**config.mk**
```make
export PLATFORM = sky130hd
export DESIGN_NAME = rsr_ramp_ctrl
export DESIGN_NICKNAME = d
export VERILOG_FILES = /design/src/rsr_pkg.sv /design/src/rsr_sd_if.sv /design/src/rsr_ramp_ctrl.sv /design/src/rsr_sigma_delta.sv
export SDC_FILE = /design/constraint.sdc
export NUM_CORES = 2
export LEC_CHECK = 0
export ABC_AREA = 1
export BUFFER_PORTS_ARGS = -buffer_cell sky130_fd_sc_hd__buf_2
export CAP_MARGIN = 20
export CORE_MARGIN = 8
export CORE_UTILIZATION = 50
export DETAILED_ROUTE_END_ITERATION = 7
export PLACE_DENSITY = 0.71
export SYNTH_ARGS = -nofsm -noshare
export SYNTH_HDL_FRONTEND = slang
export SYNTH_HIERARCHICAL = 1
export SYNTH_SLANG_ARGS = --single-unit
export TNS_END_PERCENT = 5
```
**constraint.sdc**
```tcl
create_clock -name aclk -period 11.3 [get_ports aclk]
set_input_delay 1.13 -clock aclk [delete_from_list [all_inputs] [get_ports aclk]]
set_output_delay 1.13 -clock aclk [all_outputs]
set_load 0.1 [all_outputs]
```
**src/rsr_pkg.sv**
```systemverilog
package rsr_pkg;
   // ----------------------------------------------------------------
   // Bus and register map
   // ----------------------------------------------------------------
   localparam int ADDR_W = 6;
   localparam int DATA_W = 32;
   localparam logic [5:0] OFS_R0 = 6'h00;
   localparam logic [5:0] OFS_R1 = 6'h04;
   localparam logic [5:0] OFS_R2 = 6'h08;
   localparam logic [5:0] OFS_R3 = 6'h0C;
   localparam logic [5:0] OFS_R4 = 6'h10;
   localparam logic [5:0] OFS_R5 = 6'h14;
   localparam logic [5:0] OFS_R6 = 6'h18;
   localparam logic [5:0] OFS_R7 = 6'h1C;
   localparam logic [5:0] OFS_STAT = 6'h20;
   localparam logic [1:0] RESP_OKAY = 2'h0;
   localparam logic [1:0] RESP_SLVERR = 2'h2;
   // ----------------------------------------------------------------
   // Field positions
   // ----------------------------------------------------------------
   localparam int B_RAMP_START = 31;
   localparam int MUX_HI = 30, MUX_LO = 27;
   localparam int INT_HI = 26, INT_LO = 15;
   localparam int FMSB_HI = 14, FMSB_LO = 3;
   localparam int FLSB_HI = 27, FLSB_LO = 15;
   localparam int FIRST_CLOCK_DIVIDER_HI = 14, FIRST_CLOCK_DIVIDER_LO = 3;
   localparam int RTYPE_HI = 11, RTYPE_LO = 10;
   localparam int B_CNT_RST = 3;
   localparam int B_DIV_SEL = 6;
   localparam int SECOND_CLOCK_DIVIDER_HI = 18, SECOND_CLOCK_DIVIDER_LO = 7;
   localparam int DMODE_HI = 20, DMODE_LO = 19;
   localparam int RBK_HI = 25, RBK_LO = 21;
   localparam int DEV_HI = 18, DEV_LO = 3;
   localparam int SHF_HI = 22, SHF_LO = 19;
   localparam int B_SET_SEL = 23;
   localparam int B_PARAB = 28;
   localparam int B_EXT_STEP = 29;
   localparam int IMODE_HI = 27, IMODE_LO = 26;
   localparam int STEPS_HI = 22, STEPS_LO = 3;
   localparam int B_FAST_RAMP = 19;
   // ----------------------------------------------------------------
   // Codes and sizes
   // ----------------------------------------------------------------
   localparam logic [3:0] MUX_RAMP_FN = 4'hF;
   localparam logic [4:0] RBK_DONE = 5'h03;
   localparam logic [4:0] RBK_INT = 5'h02;
   localparam logic [1:0] RT_TRI = 2'h1;
   localparam logic [1:0] RT_BURST = 2'h3;
   localparam logic [1:0] IM_OFF = 2'h0;
   localparam logic [1:0] IM_STOP = 2'h3;
   localparam logic [1:0] DM_FASTLOCK = 2'h1;
   localparam logic [4:0] CP_NORMAL = 5'h01;
   localparam logic [4:0] CP_BOOST = 5'h10;
   localparam int INT_W = 12;
   localparam int FRAC_W = 25;
   localparam int N_W = INT_W + FRAC_W;
   localparam logic [5:0] RBK_BITS = 6'h25;
   // ----------------------------------------------------------------
   // Phase detector rate
   // ----------------------------------------------------------------
   localparam int CLK_HZ = 125_000_000;
   localparam int PFD_HZ = 25_000_000;
   localparam logic [2:0] PFD_DIV_LAST = 3'(CLK_HZ / PFD_HZ - 1);
   typedef enum logic [1:0] {
      ST_IDLE = 2'b00,
      ST_UP = 2'b01,
      ST_DOWN = 2'b11,
      ST_DONE = 2'b10
   } rsr_ramp_state_type;
endpackage : rsr_pkg

```
**src/rsr_sd_if.sv**
```systemverilog
`timescale 1ns/1ps
interface rsr_sd_if;
   logic tick;
   logic [24:0] frac;
   logic signed [3:0] offset;
   modport ctrl (output tick, output frac, input offset);
   modport fixed_modulus (input tick, input frac, output offset);
endinterface : rsr_sd_if

```
**src/rsr_ramp_ctrl.sv**
```systemverilog
// Added by the designer: the AXI4-Lite slave port and the register addresses.
`timescale 1ns/1ps
// What this block does
// - Parabolic step adds step index times deviation
// - Parabolic ramp only while its enable set
// - Fast ramp: separate up and down parameters
// - Fast ramp needs enable and triangular type
// - Select bits choose up or down set
// - Ramp start bit begins the sweep
// - Ramp complete shown on output pin
// - External step mode advances on trigger pulse
// - Interrupt on trigger rising edge when selected
// - Interrupt mode off, run, or halt
// - Readback only while a ramp runs
// - Interrupt captures 37-bit integer and fraction
// - Readback bit shifted on serial clock rise
// - Integer/fraction write starts fast lock interval
// - Interval equals first times second divider
// - No fast lock while ramping
// - Fast lock boosts pump, closes switch pins
// - Modulator clocked once per detector cycle
module rsr_ramp_ctrl
   import rsr_pkg::*;
(
   input wire logic aclk,
   input wire logic aresetn,
   input wire logic awvalid,
   output logic awready,
   input wire logic [ADDR_W-1:0] awaddr,
   input wire logic wvalid,
   output logic wready,
   input wire logic [DATA_W-1:0] wdata,
   input wire logic [3:0] wstrb,
   output logic bvalid,
   input wire logic bready,
   output logic [1:0] bresp,
   input wire logic arvalid,
   output logic arready,
   input wire logic [ADDR_W-1:0] araddr,
   output logic rvalid,
   input wire logic rready,
   output logic [DATA_W-1:0] rdata,
   output logic [1:0] rresp,
   input wire logic trigger_pin,
   input wire logic readback_clk_pin,
   output logic multiplexed_output_pin,
   output logic first_switch_pin_short,
   output logic second_switch_pin_link,
   output logic [4:0] cp_current_mult,
   output logic signed [3:0] div_offset
);
   logic aw_have_q, w_have_q;
   logic [ADDR_W-1:0] waddr_q;
   logic [DATA_W-1:0] wdata_q, wd_m;
   logic [3:0] wstrb_q;
   logic wr_fire, r0_wr, fl_start;
   logic [31:0] r0_q, r1_q, r2_q, r3_q, r4_q, r5_q, r6_q, r7_q;
   logic [11:0] second_clock_divider_q [2];
   logic [15:0] dev_q [2];
   logic [3:0] shf_q [2];
   logic [19:0] steps_q [2];
   logic [2:0] pfd_cnt_q;
   logic pfd_tick;
   logic trig_s1_q, trig_s2_q, trig_s3_q, rck_s1_q, rck_s2_q, rck_s3_q;
   logic trig_rise, rck_rise;
   rsr_ramp_state_type st_q;
   logic [N_W-1:0] freq_q, base_q, shreg_q;
   logic [19:0] step_idx_q;
   logic [23:0] timer_q, fl_cnt_q;
   logic done_q, halted_q;
   logic [5:0] sh_cnt_q;
   logic running, fast_on, ramp_set, parab_on, ext_on, step_ev, step_end;
   logic int_fire, fl_active;
   logic [1:0] rtype;
   logic signed [N_W-1:0] dev_w, inc_w;
   logic [N_W-1:0] n_word;
   logic [31:0] stat_w;
   rsr_sd_if sd ();

   function automatic logic [DATA_W-1:0] merge(input logic [31:0] old_v,
      input logic [31:0] new_v, input logic [3:0] strb);
      logic [31:0] v;
      v = old_v;
      for (int i = 0; i < 4; i++) begin
         if (strb[i]) begin
            v[i*8 +: 8] = new_v[i*8 +: 8];
         end
      end
      return v;
   endfunction : merge

   function automatic logic [DATA_W-1:0] reg_read(input logic [5:0] a);
      logic [31:0] v;
      v = '0;
      case ({a[5:2], 2'b00})
         OFS_R0: v = r0_q;
         OFS_R1: v = r1_q;
         OFS_R2: v = r2_q;
         OFS_R3: v = r3_q;
         OFS_R4: v = r4_q;
         OFS_R5: v = r5_q;
         OFS_R6: v = r6_q;
         OFS_R7: v = r7_q;
         OFS_STAT: v = stat_w;
         default: v = '0;
      endcase
      return v;
   endfunction : reg_read

   function automatic logic mapped(input logic [5:0] a);
      return {a[5:2], 2'b00} <= OFS_STAT;
   endfunction : mapped

   // ----------------------------------------------------------------
   // AXI4-Lite slave
   // ----------------------------------------------------------------
   assign awready = !aw_have_q && !bvalid;
   assign wready = !w_have_q && !bvalid;
   assign arready = !rvalid;
   assign wr_fire = aw_have_q && w_have_q && !bvalid;
   assign wd_m = merge(reg_read(waddr_q), wdata_q, wstrb_q);
   assign r0_wr = wr_fire && ({waddr_q[5:2], 2'b00} == OFS_R0);

   always_ff @(posedge aclk) begin
      if (!aresetn) begin
         aw_have_q <= 1'b0;
         w_have_q <= 1'b0;
         waddr_q <= '0;
         wdata_q <= '0;
         wstrb_q <= '0;
         bvalid <= 1'b0;
         bresp <= RESP_OKAY;
      end else begin
         if (awvalid && awready) begin
            aw_have_q <= 1'b1;
            waddr_q <= awaddr;
         end
         if (wvalid && wready) begin
            w_have_q <= 1'b1;
            wdata_q <= wdata;
            wstrb_q <= wstrb;
         end
         if (wr_fire) begin
            aw_have_q <= 1'b0;
            w_have_q <= 1'b0;
            bvalid <= 1'b1;
            bresp <= mapped(waddr_q) ? RESP_OKAY : RESP_SLVERR;
         end else if (bvalid && bready) begin
            bvalid <= 1'b0;
         end
      end
   end

   always_ff @(posedge aclk) begin
      if (!aresetn) begin
         rvalid <= 1'b0;
         rdata <= '0;
         rresp <= RESP_OKAY;
      end else if (arvalid && arready) begin
         rvalid <= 1'b1;
         rdata <= reg_read(araddr);
         rresp <= mapped(araddr) ? RESP_OKAY : RESP_SLVERR;
      end else if (rvalid && rready) begin
         rvalid <= 1'b0;
      end
   end

   // ----------------------------------------------------------------
   // Configuration registers
   // ----------------------------------------------------------------
   always_ff @(posedge aclk) begin
      if (!aresetn) begin
         {r0_q, r1_q, r2_q, r3_q, r4_q, r5_q, r6_q, r7_q} <= '0;
         second_clock_divider_q <= '{default: '0};
         dev_q <= '{default: '0};
         shf_q <= '{default: '0};
         steps_q <= '{default: '0};
      end else if (wr_fire) begin
         case ({waddr_q[5:2], 2'b00})
            OFS_R0: r0_q <= wd_m;
            OFS_R1: r1_q <= wd_m;
            OFS_R2: r2_q <= wd_m;
            OFS_R3: r3_q <= wd_m;
            OFS_R4: begin
               r4_q <= wd_m;
               second_clock_divider_q[wd_m[B_DIV_SEL]] <= wd_m[SECOND_CLOCK_DIVIDER_HI:SECOND_CLOCK_DIVIDER_LO];
            end
            OFS_R5: begin
               r5_q <= wd_m;
               dev_q[wd_m[B_SET_SEL]] <= wd_m[DEV_HI:DEV_LO];
               shf_q[wd_m[B_SET_SEL]] <= wd_m[SHF_HI:SHF_LO];
            end
            OFS_R6: begin
               r6_q <= wd_m;
               steps_q[wd_m[B_SET_SEL]] <= wd_m[STEPS_HI:STEPS_LO];
            end
            OFS_R7: r7_q <= wd_m;
            default: ;
         endcase
      end
   end

   // ----------------------------------------------------------------
   // Pin synchronisers and phase detector tick
   // ----------------------------------------------------------------
   always_ff @(posedge aclk) begin
      if (!aresetn) begin
         {trig_s1_q, trig_s2_q, trig_s3_q} <= '0;
         {rck_s1_q, rck_s2_q, rck_s3_q} <= '0;
      end else begin
         {trig_s1_q, trig_s2_q, trig_s3_q} <= {trigger_pin, trig_s1_q,
            trig_s2_q};
         {rck_s1_q, rck_s2_q, rck_s3_q} <= {readback_clk_pin, rck_s1_q,
            rck_s2_q};
      end
   end
   assign trig_rise = trig_s2_q && !trig_s3_q;
   assign rck_rise = rck_s2_q && !rck_s3_q;

   always_ff @(posedge aclk) begin
      if (!aresetn) begin
         pfd_cnt_q <= '0;
      end else begin
         pfd_cnt_q <= pfd_tick ? '0 : pfd_cnt_q + 3'h1;
      end
   end
   assign pfd_tick = pfd_cnt_q == PFD_DIV_LAST;

   // ----------------------------------------------------------------
   // Sweep engine
   // ----------------------------------------------------------------
   assign rtype = r3_q[RTYPE_HI:RTYPE_LO];
   assign running = (st_q == ST_UP || st_q == ST_DOWN) && !halted_q;
   assign fast_on = r7_q[B_FAST_RAMP] && rtype == RT_TRI;
   assign ramp_set = fast_on && st_q == ST_DOWN;
   assign parab_on = r5_q[B_PARAB];
   assign ext_on = r5_q[B_EXT_STEP];
   assign dev_w = N_W'($signed(dev_q[ramp_set])) <<< shf_q[ramp_set];
   // Product trimmed to the word width; callers keep steps small
   // Step numbers count from one, so the first step already moves
   assign inc_w = parab_on ? N_W'(dev_w * $signed({1'b0, 20'(step_idx_q
      + 20'h1)})) : dev_w;
   // Internal ramp clock is bypassed in external step mode
   assign step_ev = running && (ext_on ? trig_rise
      : pfd_tick && timer_q == '0);
   assign step_end = 20'(step_idx_q + 20'h1) == steps_q[ramp_set];
   assign n_word = {r0_q[INT_HI:INT_LO], r0_q[FMSB_HI:FMSB_LO],
      r1_q[FLSB_HI:FLSB_LO]};

   always_ff @(posedge aclk) begin
      if (!aresetn) begin
         timer_q <= '0;
      end else if (r0_wr || step_ev) begin
         timer_q <= 24'(r2_q[FIRST_CLOCK_DIVIDER_HI:FIRST_CLOCK_DIVIDER_LO] * second_clock_divider_q[ramp_set] - 24'h1);
      end else if (pfd_tick && running && !ext_on && timer_q != '0) begin
         timer_q <= timer_q - 24'h1;
      end
   end

   always_ff @(posedge aclk) begin
      if (!aresetn) begin
         st_q <= ST_IDLE;
         freq_q <= '0;
         base_q <= '0;
         step_idx_q <= '0;
         done_q <= 1'b0;
      end else if (r0_wr) begin
         freq_q <= {wd_m[INT_HI:INT_LO], wd_m[FMSB_HI:FMSB_LO],
            r1_q[FLSB_HI:FLSB_LO]};
         base_q <= {wd_m[INT_HI:INT_LO], wd_m[FMSB_HI:FMSB_LO],
            r1_q[FLSB_HI:FLSB_LO]};
         step_idx_q <= '0;
         done_q <= 1'b0;
         // Type must already be chosen when start is written
         st_q <= wd_m[B_RAMP_START] ? ST_UP : ST_IDLE;
      end else if (step_ev) begin
         done_q <= 1'b0;
         unique case (st_q)
            ST_UP: begin
               freq_q <= N_W'($signed(freq_q) + inc_w);
               step_idx_q <= 20'(step_idx_q + 20'h1);
               if (r3_q[B_CNT_RST]) begin
                  step_idx_q <= '0;
               end else if (step_end) begin
                  step_idx_q <= '0;
                  if (rtype == RT_TRI) begin
                     st_q <= ST_DOWN;
                  end else if (rtype == RT_BURST) begin
                     st_q <= ST_DONE;
                     done_q <= 1'b1;
                  end else begin
                     freq_q <= base_q;
                     done_q <= 1'b1;
                  end
               end
            end
            ST_DOWN: begin
               freq_q <= N_W'($signed(freq_q) - inc_w);
               step_idx_q <= 20'(step_idx_q + 20'h1);
               if (step_end) begin
                  step_idx_q <= '0;
                  st_q <= ST_UP;
                  done_q <= 1'b1;
               end
            end
            ST_IDLE, ST_DONE: ;
         endcase
      end
   end

   // ----------------------------------------------------------------
   // Interrupt capture and serial readback
   // ----------------------------------------------------------------
   assign int_fire = trig_rise && r0_q[MUX_HI:MUX_LO] == MUX_RAMP_FN
      && r4_q[RBK_HI:RBK_LO] == RBK_INT
      && r5_q[IMODE_HI:IMODE_LO] != IM_OFF
      && (st_q == ST_UP || st_q == ST_DOWN);

   always_ff @(posedge aclk) begin
      if (!aresetn) begin
         halted_q <= 1'b0;
      end else if (int_fire && r5_q[IMODE_HI:IMODE_LO] == IM_STOP) begin
         halted_q <= 1'b1;
      end else if (r0_wr) begin
         halted_q <= 1'b0;
      end
   end

   always_ff @(posedge aclk) begin
      if (!aresetn) begin
         shreg_q <= '0;
         sh_cnt_q <= '0;
      end else if (int_fire) begin
         shreg_q <= freq_q;
         sh_cnt_q <= RBK_BITS;
      end else if (rck_rise && sh_cnt_q != '0) begin
         shreg_q <= {shreg_q[N_W-2:0], 1'b0};
         sh_cnt_q <= sh_cnt_q - 6'h1;
      end
   end

   always_ff @(posedge aclk) begin
      if (!aresetn) begin
         multiplexed_output_pin <= 1'b0;
      end else if (r0_q[MUX_HI:MUX_LO] != MUX_RAMP_FN) begin
         multiplexed_output_pin <= 1'b0;
      end else if (r4_q[RBK_HI:RBK_LO] == RBK_DONE) begin
         multiplexed_output_pin <= done_q;
      end else if (r4_q[RBK_HI:RBK_LO] == RBK_INT) begin
         multiplexed_output_pin <= shreg_q[N_W-1];
      end else begin
         multiplexed_output_pin <= 1'b0;
      end
   end

   // ----------------------------------------------------------------
   // Fast lock timer
   // ----------------------------------------------------------------
   assign fl_start = r0_wr && r4_q[DMODE_HI:DMODE_LO] == DM_FASTLOCK
      && !wd_m[B_RAMP_START];
   assign fl_active = fl_cnt_q != '0;

   always_ff @(posedge aclk) begin
      if (!aresetn) begin
         fl_cnt_q <= '0;
      end else if (fl_start) begin
         fl_cnt_q <= 24'(r2_q[FIRST_CLOCK_DIVIDER_HI:FIRST_CLOCK_DIVIDER_LO] * second_clock_divider_q[0]);
      end else if (st_q != ST_IDLE) begin
         fl_cnt_q <= '0;
      end else if (pfd_tick && fl_active) begin
         fl_cnt_q <= fl_cnt_q - 24'h1;
      end
   end

   always_ff @(posedge aclk) begin
      if (!aresetn) begin
         first_switch_pin_short <= 1'b0;
         second_switch_pin_link <= 1'b0;
         cp_current_mult <= CP_NORMAL;
      end else begin
         first_switch_pin_short <= fl_active;
         second_switch_pin_link <= fl_active;
         cp_current_mult <= fl_active ? CP_BOOST : CP_NORMAL;
      end
   end

   // ----------------------------------------------------------------
   // Modulator and status
   // ----------------------------------------------------------------
   assign sd.tick = pfd_tick;
   assign sd.frac = freq_q[FRAC_W-1:0];
   assign div_offset = sd.offset;
   assign stat_w = {freq_q[N_W-1:FRAC_W], 14'h0, sh_cnt_q != '0, fl_active,
      halted_q, done_q, st_q};

   rsr_sigma_delta u_sd (
      .aclk(aclk),
      .aresetn(aresetn),
      .sd(sd)
   );
endmodule : rsr_ramp_ctrl

```
**src/rsr_sigma_delta.sv**
```systemverilog
`timescale 1ns/1ps
module rsr_sigma_delta
   import rsr_pkg::*;
(
   input wire logic aclk,
   input wire logic aresetn,
   rsr_sd_if.fixed_modulus sd
);
   logic [FRAC_W-1:0] acc1_q, acc2_q, acc3_q;
   logic c2_q, c3_q, c3_qq;
   logic [FRAC_W:0] s1, s2, s3;
   logic signed [3:0] y;

   always_comb begin
      s1 = {1'b0, acc1_q} + {1'b0, sd.frac};
      s2 = {1'b0, acc2_q} + {1'b0, s1[FRAC_W-1:0]};
      s3 = {1'b0, acc3_q} + {1'b0, s2[FRAC_W-1:0]};
      // Three cascaded stages, carries recombined by differencing
      y = $signed({3'h0, s1[FRAC_W]}) + $signed({3'h0, s2[FRAC_W]})
         - $signed({3'h0, c2_q}) + $signed({3'h0, s3[FRAC_W]})
         - $signed({2'h0, c3_q, 1'b0}) + $signed({3'h0, c3_qq});
   end

   always_ff @(posedge aclk) begin
      if (!aresetn) begin
         acc1_q <= '0;
         acc2_q <= '0;
         acc3_q <= '0;
         c2_q <= 1'b0;
         c3_q <= 1'b0;
         c3_qq <= 1'b0;
         sd.offset <= '0;
      end else if (sd.tick) begin
         acc1_q <= s1[FRAC_W-1:0];
         acc2_q <= s2[FRAC_W-1:0];
         acc3_q <= s3[FRAC_W-1:0];
         c2_q <= s2[FRAC_W];
         c3_q <= s3[FRAC_W];
         c3_qq <= c3_q;
         sd.offset <= y;
      end
   end
endmodule : rsr_sigma_delta

```
## Word level (Yosys, flattened, before mapping)

Index checks and enable logic that the tools add are counted.

| cells by class | value |
|---|---|
| add/sub/neg operators | 16 |
| $mul | 3 |
| order comparisons | 7 |
| eq/ne operators | 32 |
| shift-type cells | 1 |
| multiplexer cells | 76 |
| bitwise logic cells | 4 |
| reductions and logical operators | 75 |

Operators with widths:

| operator | number |
|---|---|
| $pmux 32 s9 | 2 |
| $mux 37 | 9 |
| $mux 20 | 6 |
| $mux 24 | 5 |
| $add 25x25->26 | 3 |
| $pmux 37 s2 | 1 |
| $sub 24x1->24 const B | 3 |
| $mux 16 | 4 |
| $mul 12x12->24 | 2 |
| $mux 12 | 4 |
| $reduce_bool 24->1 | 2 |
| $bwmux 40 | 1 |
| $pmux 20 s2 | 1 |
| $add 37x37->37 | 1 |
| $mul 37x21->37 | 1 |
| $sshl 16x4->37 | 1 |
| $sub 37x37->37 | 1 |
| $bwmux 32 | 1 |
| $eq 4x3->1 const B | 8 |
| $mux 8 | 4 |
| $logic_and 1x1->1 | 31 |
| $bwmux 24 | 1 |
| $logic_not 24->1 | 1 |
| $add 20x1->20 const B | 1 |
| other kinds (43) | 120 |

| storage, ports and cells | value |
|---|---|
| flip-flop bits (word level) | 729 |
| input port bits | 57 |
| output and inout bits | 53 |
| word-level logic and storage cells | 268 |

## Depth between registers and ports, before layout

| depth | value |
|---|---|
| depth in word-level cells | 18 |
| depth in mapped cells | 66 |
| mapped depth without buffers | 61 |

## Cells and area by module

Netlist, hierarchy kept.

Modules (own cells, without submodules):

| module | instances | cells each | area an instance (um^2) | seq. area each (um^2) |
|---|---|---|---|---|
| rsr_ramp_ctrl | 1 | 8,183 | 59,245.6 | 12,311.8 |
| rsr_sigma_delta | 1 | 1,646 | 9,081.2 | 1,641.6 |

## Least setup slack after synthesis

OpenSTA, ideal clock, no wires.

| timing | value |
|---|---|
| path kind | flip-flop to flip-flop |
| start | register r3_q[10] |
| end | register freq_q[36] |
| setup time | 132 ps |
| arrival | 10,097 ps |
| data required time | 11,168 ps |
| path slack | 1,070 ps |
| stages on the path, launching flop included | 62 |
| path buffers | 6 |
| period minus slack after synthesis | 10,230 ps |
| path through | dfxtp_1 -> nand2_2 -> nor2_4 -> buf_6 -> buf_6 -> buf_6 -> clkbuf_1 -> nand2_1 -> nand2_1 -> inv_1 -> o21ai_0 -> nor2_1 -> a31oi_1 -> nand2_1 -> nor2_1 -> inv_1 -> clkbuf_1 -> nor2_1 -> (+26 left out) -> nand2_1 -> inv_1 -> ha_1 -> clkbuf_1 -> nand2_1 -> nor2_1 -> a211oi_1 -> o221ai_1 -> a31oi_1 -> nand2_1 -> a31oi_1 -> inv_1 -> nand3_1 -> nand3_1 -> nand2_1 -> nand2_1 -> nand2_1 -> a21oi_1 |

| between the ends | value |
|---|---|
| cells in the longest elaborated chain, start to end | 18 |
| elaborated cells on any way between the ends | 27 |
| classes of those cells | add/sub: 2; mul: 1; eq/ne: 3; shift: 1; mux: 17; bitwise: 1; reduce/logical: 2 |

Ends and longest elaborated chain:

| item | line | source |
|---|---|---|
| start, declared | rsr_ramp_ctrl.sv:57 | `logic [31:0] r0_q, r1_q, r2_q, r3_q, r4_q, r5_q, r6_q, r7_q;` |
| start signal, assigned | rsr_ramp_ctrl.sv:183 | `OFS_R3: r3_q <= wd_m;` |
| $eq 2x1->1 | rsr_ramp_ctrl.sv:234, rsr_ramp_ctrl.sv:286 |  |
| $logic_and 1x1->1 | rsr_ramp_ctrl.sv:234 | `assign fast_on = r7_q[B_FAST_RAMP] && rtype == RT_TRI;` |
| $logic_and 1x1->1 | rsr_ramp_ctrl.sv:235 | `assign ramp_set = fast_on && st_q == ST_DOWN;` |
| $not 1->2 (implied by the code) | rsr_ramp_ctrl.sv:238, rsr_ramp_ctrl.sv:246 |  |
| $mux 16 (implied by the code) or $mux 4 (tied branches) (3 in series) | rsr_ramp_ctrl.sv:238 | `assign dev_w = N_W'($signed(dev_q[ramp_set])) <<< shf_q[ramp_set];` |
| $sshl 16x4->37 | rsr_ramp_ctrl.sv:238 |  |
| $mul 37x21->37 | rsr_ramp_ctrl.sv:241 | `assign inc_w = parab_on ? N_W'(dev_w * $signed({1'b0, 20'(step_idx_q` |
| $mux 37 | rsr_ramp_ctrl.sv:241 |  |
| $add 37x37->37 | rsr_ramp_ctrl.sv:280 | `freq_q <= N_W'($signed(freq_q) + inc_w);` |
| $mux 37 | rsr_ramp_ctrl.sv:288 | `end else if (rtype == RT_BURST) begin` |
| $mux 37 | rsr_ramp_ctrl.sv:286 | `if (rtype == RT_TRI) begin` |
| $mux 37 | rsr_ramp_ctrl.sv:284 | `end else if (step_end) begin` |
| $mux 37 | rsr_ramp_ctrl.sv:282 | `if (r3_q[B_CNT_RST]) begin` |
| $pmux 37 s2 * | rsr_ramp_ctrl.sv:278 | `unique case (st_q)` |
| $mux 37 * | rsr_ramp_ctrl.sv:276 | `end else if (step_ev) begin` |
| $mux 37 * | rsr_ramp_ctrl.sv:267 | `end else if (r0_wr) begin` |
| end signal, assigned | rsr_ramp_ctrl.sv:268 | `freq_q <= {wd_m[INT_HI:INT_LO], wd_m[FMSB_HI:FMSB_LO],` |
| end signal, assigned | rsr_ramp_ctrl.sv:280 |  |
| end signal, assigned | rsr_ramp_ctrl.sv:292 | `freq_q <= base_q;` |
| end, declared | rsr_ramp_ctrl.sv:67 | `logic [N_W-1:0] freq_q, base_q, shreg_q;` |

Mark *: on every way between the ends. The rest lies on a longest branch, timed or not. The select of a mux whose other input is x is not followed.
A chain may end at the register's enable or synchronous reset.

## Final worst setup path

| timing | value |
|---|---|
| start | register st_q[1] |
| end | register freq_q[34] |

| between the ends | value |
|---|---|
| cells in the longest elaborated chain, start to end | 17 |
| elaborated cells on any way between the ends | 32 |
| classes of those cells | add/sub: 2; mul: 1; eq/ne: 3; shift: 1; mux: 17; bitwise: 1; reduce/logical: 7 |

Ends and longest elaborated chain:

| item | line | source |
|---|---|---|
| start, declared | rsr_ramp_ctrl.sv:66 | `rsr_ramp_state_type st_q;` |
| start signal, assigned | rsr_ramp_ctrl.sv:275 | `st_q <= wd_m[B_RAMP_START] ? ST_UP : ST_IDLE;` |
| $eq 2x2->1 | rsr_ramp_ctrl.sv:233, rsr_ramp_ctrl.sv:235, rsr_ramp_ctrl.sv:278 |  |
| $logic_and 1x1->1 | rsr_ramp_ctrl.sv:235 |  |
| $not 1->2 (implied by the code) | rsr_ramp_ctrl.sv:238, rsr_ramp_ctrl.sv:246 |  |
| $mux 16 (implied by the code) or $mux 4 (tied branches) (3 in series) | rsr_ramp_ctrl.sv:238 |  |
| $sshl 16x4->37 | rsr_ramp_ctrl.sv:238 |  |
| $mul 37x21->37 | rsr_ramp_ctrl.sv:241 |  |
| $mux 37 | rsr_ramp_ctrl.sv:241 |  |
| $add 37x37->37 | rsr_ramp_ctrl.sv:280 |  |
| $mux 37 | rsr_ramp_ctrl.sv:288 |  |
| $mux 37 | rsr_ramp_ctrl.sv:286 |  |
| $mux 37 | rsr_ramp_ctrl.sv:284 |  |
| $mux 37 | rsr_ramp_ctrl.sv:282 |  |
| $pmux 37 s2 | rsr_ramp_ctrl.sv:278 |  |
| $mux 37 | rsr_ramp_ctrl.sv:276 |  |
| $mux 37 | rsr_ramp_ctrl.sv:267 |  |

Several ways; a longest one is shown, not always the timed one. The select of a mux whose other input is x is not followed.

==> metrics.md <==
| Metric | Value |
|---|---|
| Largest registers ranked by flip-flop count | steps_q x40, freq_q x37, shreg_q x37 |
| Area of the multi-input gates | 44970 um^2 |
| Routed wirelength normalized by instance count | 19.68 um |
| Transition time at the pin with the least slew margin | 1.320 ns |
| Reported max-cap violation count | 0 |
| Clock transition at path regs | 0.06 ns |
| Slowest stage delay, CP | 0.52 ns |
| First-pass iteration count of the detailed router | 7 |
| Latest clock arrival within the worst-skew pair | 0.73 ns |
| EDFF count, synth | 0 |
| Startpoint type of the worst setup path | flip-flop |
| Congestion Overflow GR | 0 |
| Total power per unit cell area | 83.22 nW/um^2 |
| Post-layout utilization of the core | 55.40% |
| Initial detailed-routing violation count | 6646 |
| Count of H-tree levels built during CTS | 3 |
| Remaining number of nets flagged by the antenna check after routing | 0 |
| Number of hold-slack violations in the final timing report | 0 |
| Complex-gate fraction of the synthesized area | 16.40% |
| Remaining max-slew budget at the tightest pin | 11.31% |
| Vias in the first global route | 64181 |
| # IOs | 110 |
| Post-synthesis share of cell area spent on full adders, half adders and majority gates | 26.61% |
| Final wirelength | 231500 um |
| Net total in the final layout | 11027 |
| Die span in y | 385.7 um |
| Biggest register | steps_q |
| Via total after detailed routing | 66079 |
| Antenna violations before repair | 2 |
| Total power | 6.254 mW |
| Effective utilization at floorplan | 50.37% |
| Xor and xnor fraction of the mapped netlist area | 2.448% |
| Site Rows | 135 |
| Quantity of hold-fixing buffers added after cts | 0 |
| Clock root buffer | clkbuf_16 |
| Floorplan die area | 148700 um^2 |
| Outcome | completed |
| Gate count of the mapped netlist | 9829 |
| Post-place instance area | 71980 um^2 |
| Required @ worst endpoint | 11.86 ns |
| Standard cell core area | 135600 um^2 |
| Number of buffers added by the clock tree synthesis step | 82 |
| Main combinational cell family by area after synthesis | adder cells |
| Post-route setup slack | 0.5731 ns |
| Post-DP HPWL | 172300 um |
| Tcrit/Tclk final | 94.93% |
| #FFs+latches synth | 697 |
| Max Slew Vio Count | 0 |
| Yosys Warn Count | 6 |
| Post-placement setup slack | 0.2010 ns |
| Number of fill cells in the layout | 13091 |
| Synth area leader | dfxtp_1 |
| Leakage power of the design | 37.08 nW |
| Part of the Yosys area used for sequential elements | 20.42% |
| Syn_area_per_cell | 6.952 um^2 |
| Post-synth design cell area | 68330 um^2 |
| Pin count of the biggest net entering global routing | 171 |
| Basic-gate share of the synthesized area counting and, or, nand and nor cells | 19.81% |
| IO Port Bufs | 100 |
| Finished Cell Area | 75150 um^2 |
| Kind of end point of the critical path | flip-flop |
| Post-placement cell count | 11602 |
| Final weighted congestion of routability-driven global placement | 0.9756 |
| Count of cell types in the netlist | 62 |
| Crit Path Category | reg2reg |
| Number of buffers between clock root and the deepest sink | 3 |
| Final worst hold slack | 0.4009 ns |
| DRC viols | 0 |
| Mux cell area share after synthesis | 0.2051% |
| Vias per std cell | 5.618 |
| Setup Total Neg Slack | 0 ns |
| CTS tree | done |
| Setup Skew | 0.09358 ns |
| Global routing usage summed across all routing layers | 30.54% |
| Maximum ir drop on the vdd rail | 129.7 uV |
| Class of the most critical hold timing path | reg2reg |
| Wire length of the first global-routing pass | 359700 um |
| Total of endpoints with negative setup slack in the final report | 0 |
| Sink Count | 697 |
| Post-layout min period | 10.73 ns |
| Post-layout instance count excluding filler cells | 11761 |
| Primary FF master, synth | dfxtp_1 |
| Layout cell share with drive strength beyond 1 | 7.429% |
| Async SR Flop Fraction | 0% |
| Most common cell on crit path | inv_1 |
| Crit path arrival time | 11.28 ns |
| Fmax achieved | 93.22 MHz |
| Die X-Extent | 385.7 um |
| Worst-path cell with the longest stage delay | fa_1 |
| Max FO, Critical Path | 16 |
| Share of the synthesized area in the top cell type | 20.42% |
| Flip-flop count of the largest register after layout | 40 |
| Register cell area after layout | 13950 um^2 |
| Area Growth Syn to Fin | 9.984% |
| Top cells by area, synth | dfxtp_1, fa_1, inv_1, nand2_1, ha_1 |
-- metal layers --
metal | vias to the layer above | global-route usage, % | share of wire [%]
met5 | - | 0 | 0
met4 | 0 | 14.90 | 5.6
met3 | 744 | 6.695 | 10
met2 | 3172 | 48.10 | 44
met1 | 31246 | 39.74 | 40
li1 | 30917 | - | -
-- Yosys cell counts (30+ instances only) --
cell type     n
nand2_2      30
dfxtp_1     697
ha_1        405
o21ai_0     699
o21ai_1      63
o221ai_1     30
fa_1        655
clkbuf_1    377
o22ai_1     197
a31oi_1      81
xor2_1      130
nand3_1     309
a21oi_1     690
nand4_1      44
a221oi_1     47
nand2_1    1889
nor3_1       49
clkinv_1     40
o211ai_1     75
inv_1      2044
nor4_1       33
xnor2_1      61
nor2_1      889
-- area by class of cell --
| cell class | instances | area share [%] |
|---|---|---|
| diodes | 6 | 0.01998 |
| well taps | 1781 | 2.965 |
| clock buffers | 109 | 3.092 |
| flip-flops and latches | 697 | 18.57 |
| inverters | 2090 | 10.45 |
| clock inverters | 39 | 0.8658 |
| multi-input cells | 6604 | 59.84 |
| repair buffers | 435 | 4.197 |
-- worst paths after layout --
check                start    endpoint  slack (ns)  cells after the start
hold reg to reg   rck_s1_q    rck_s2_q        0.40                      2
setup reg to reg   st_q[1]  freq_q[34]        0.57                     54
hold / removal    rck_s1_q    rck_s2_q        0.40                      2
setup / recovery   st_q[1]  freq_q[34]        0.57                     54
-- power breakdown --
| part | total, mW | internal [mW] | switching [mW] |
|---|---|---|---|
| combinational | 0.778 | 0.205 | 0.573 |
| clock | 2.93 | 1.74 | 1.19 |
| sequential | 2.55 | 2.51 | 0.0372 |
-- timing repair --
| item | CTS | global route |
|---|---|---|
| setup endpoints to repair | 0 | 8 |
| buffers inserted | 0 | 4 |
| resized for setup | 0 | 45 |
-- critical path: cells and delay by family, from the launching register on --
family	cells	cell delay (ns)
AOI/OAI and AO/OA	13	2.55
buffers and inverters	16	1.62
xor gates and xnor gates	1	0.08
adders and majority gates	9	4.06
and+or+nand+nor	15	1.80
DFF	1	0.42
-- placed cells by master (no fill, tap or decap), types with 9 or more instances in the layout --
master	netlist	final
nand2_1	1889	1875
o221ai_1	30	30
nand4_1	44	44
nand3_1	309	309
xor2_1	130	125
mux2i_1	14	14
nor4_1	33	33
o31ai_1	15	14
clkbuf_8	2	17
buf_2	14	100
nor2_1	889	877
inv_2	6	9
inv_1	2044	2039
o21ai_1	63	69
a31oi_1	81	77
a21oi_1	690	687
nand2_2	30	43
clkbuf_1	377	10
nor2_2	21	32
bufinv_16	0	12
dfxtp_1	697	696
xnor2_1	61	60
fa_1	655	655
nand3_2	10	10
clkinv_1	40	40
o21ai_0	699	691
clkinv_2	0	10
ha_1	405	403
a21o_1	12	12
a211oi_1	27	25
o211ai_1	75	75
o22ai_1	197	197
buf_4	14	321
o21bai_1	18	18
a221oi_1	47	47
or2_2	29	29
nor3_1	49	47
clkbuf_16	0	82
o21a_1	12	12
-- cells by family after synthesis --
group,count (synthesis)
other,1
xor gates and xnor gates,191
muxes,14
adders and majority gates,1060
buffers and inverters,2532
DFF,697
AOI/OAI and AO/OA,2005
and+or+nand+nor,3329
No activity file was read; power rests on OpenSTA's default activity.
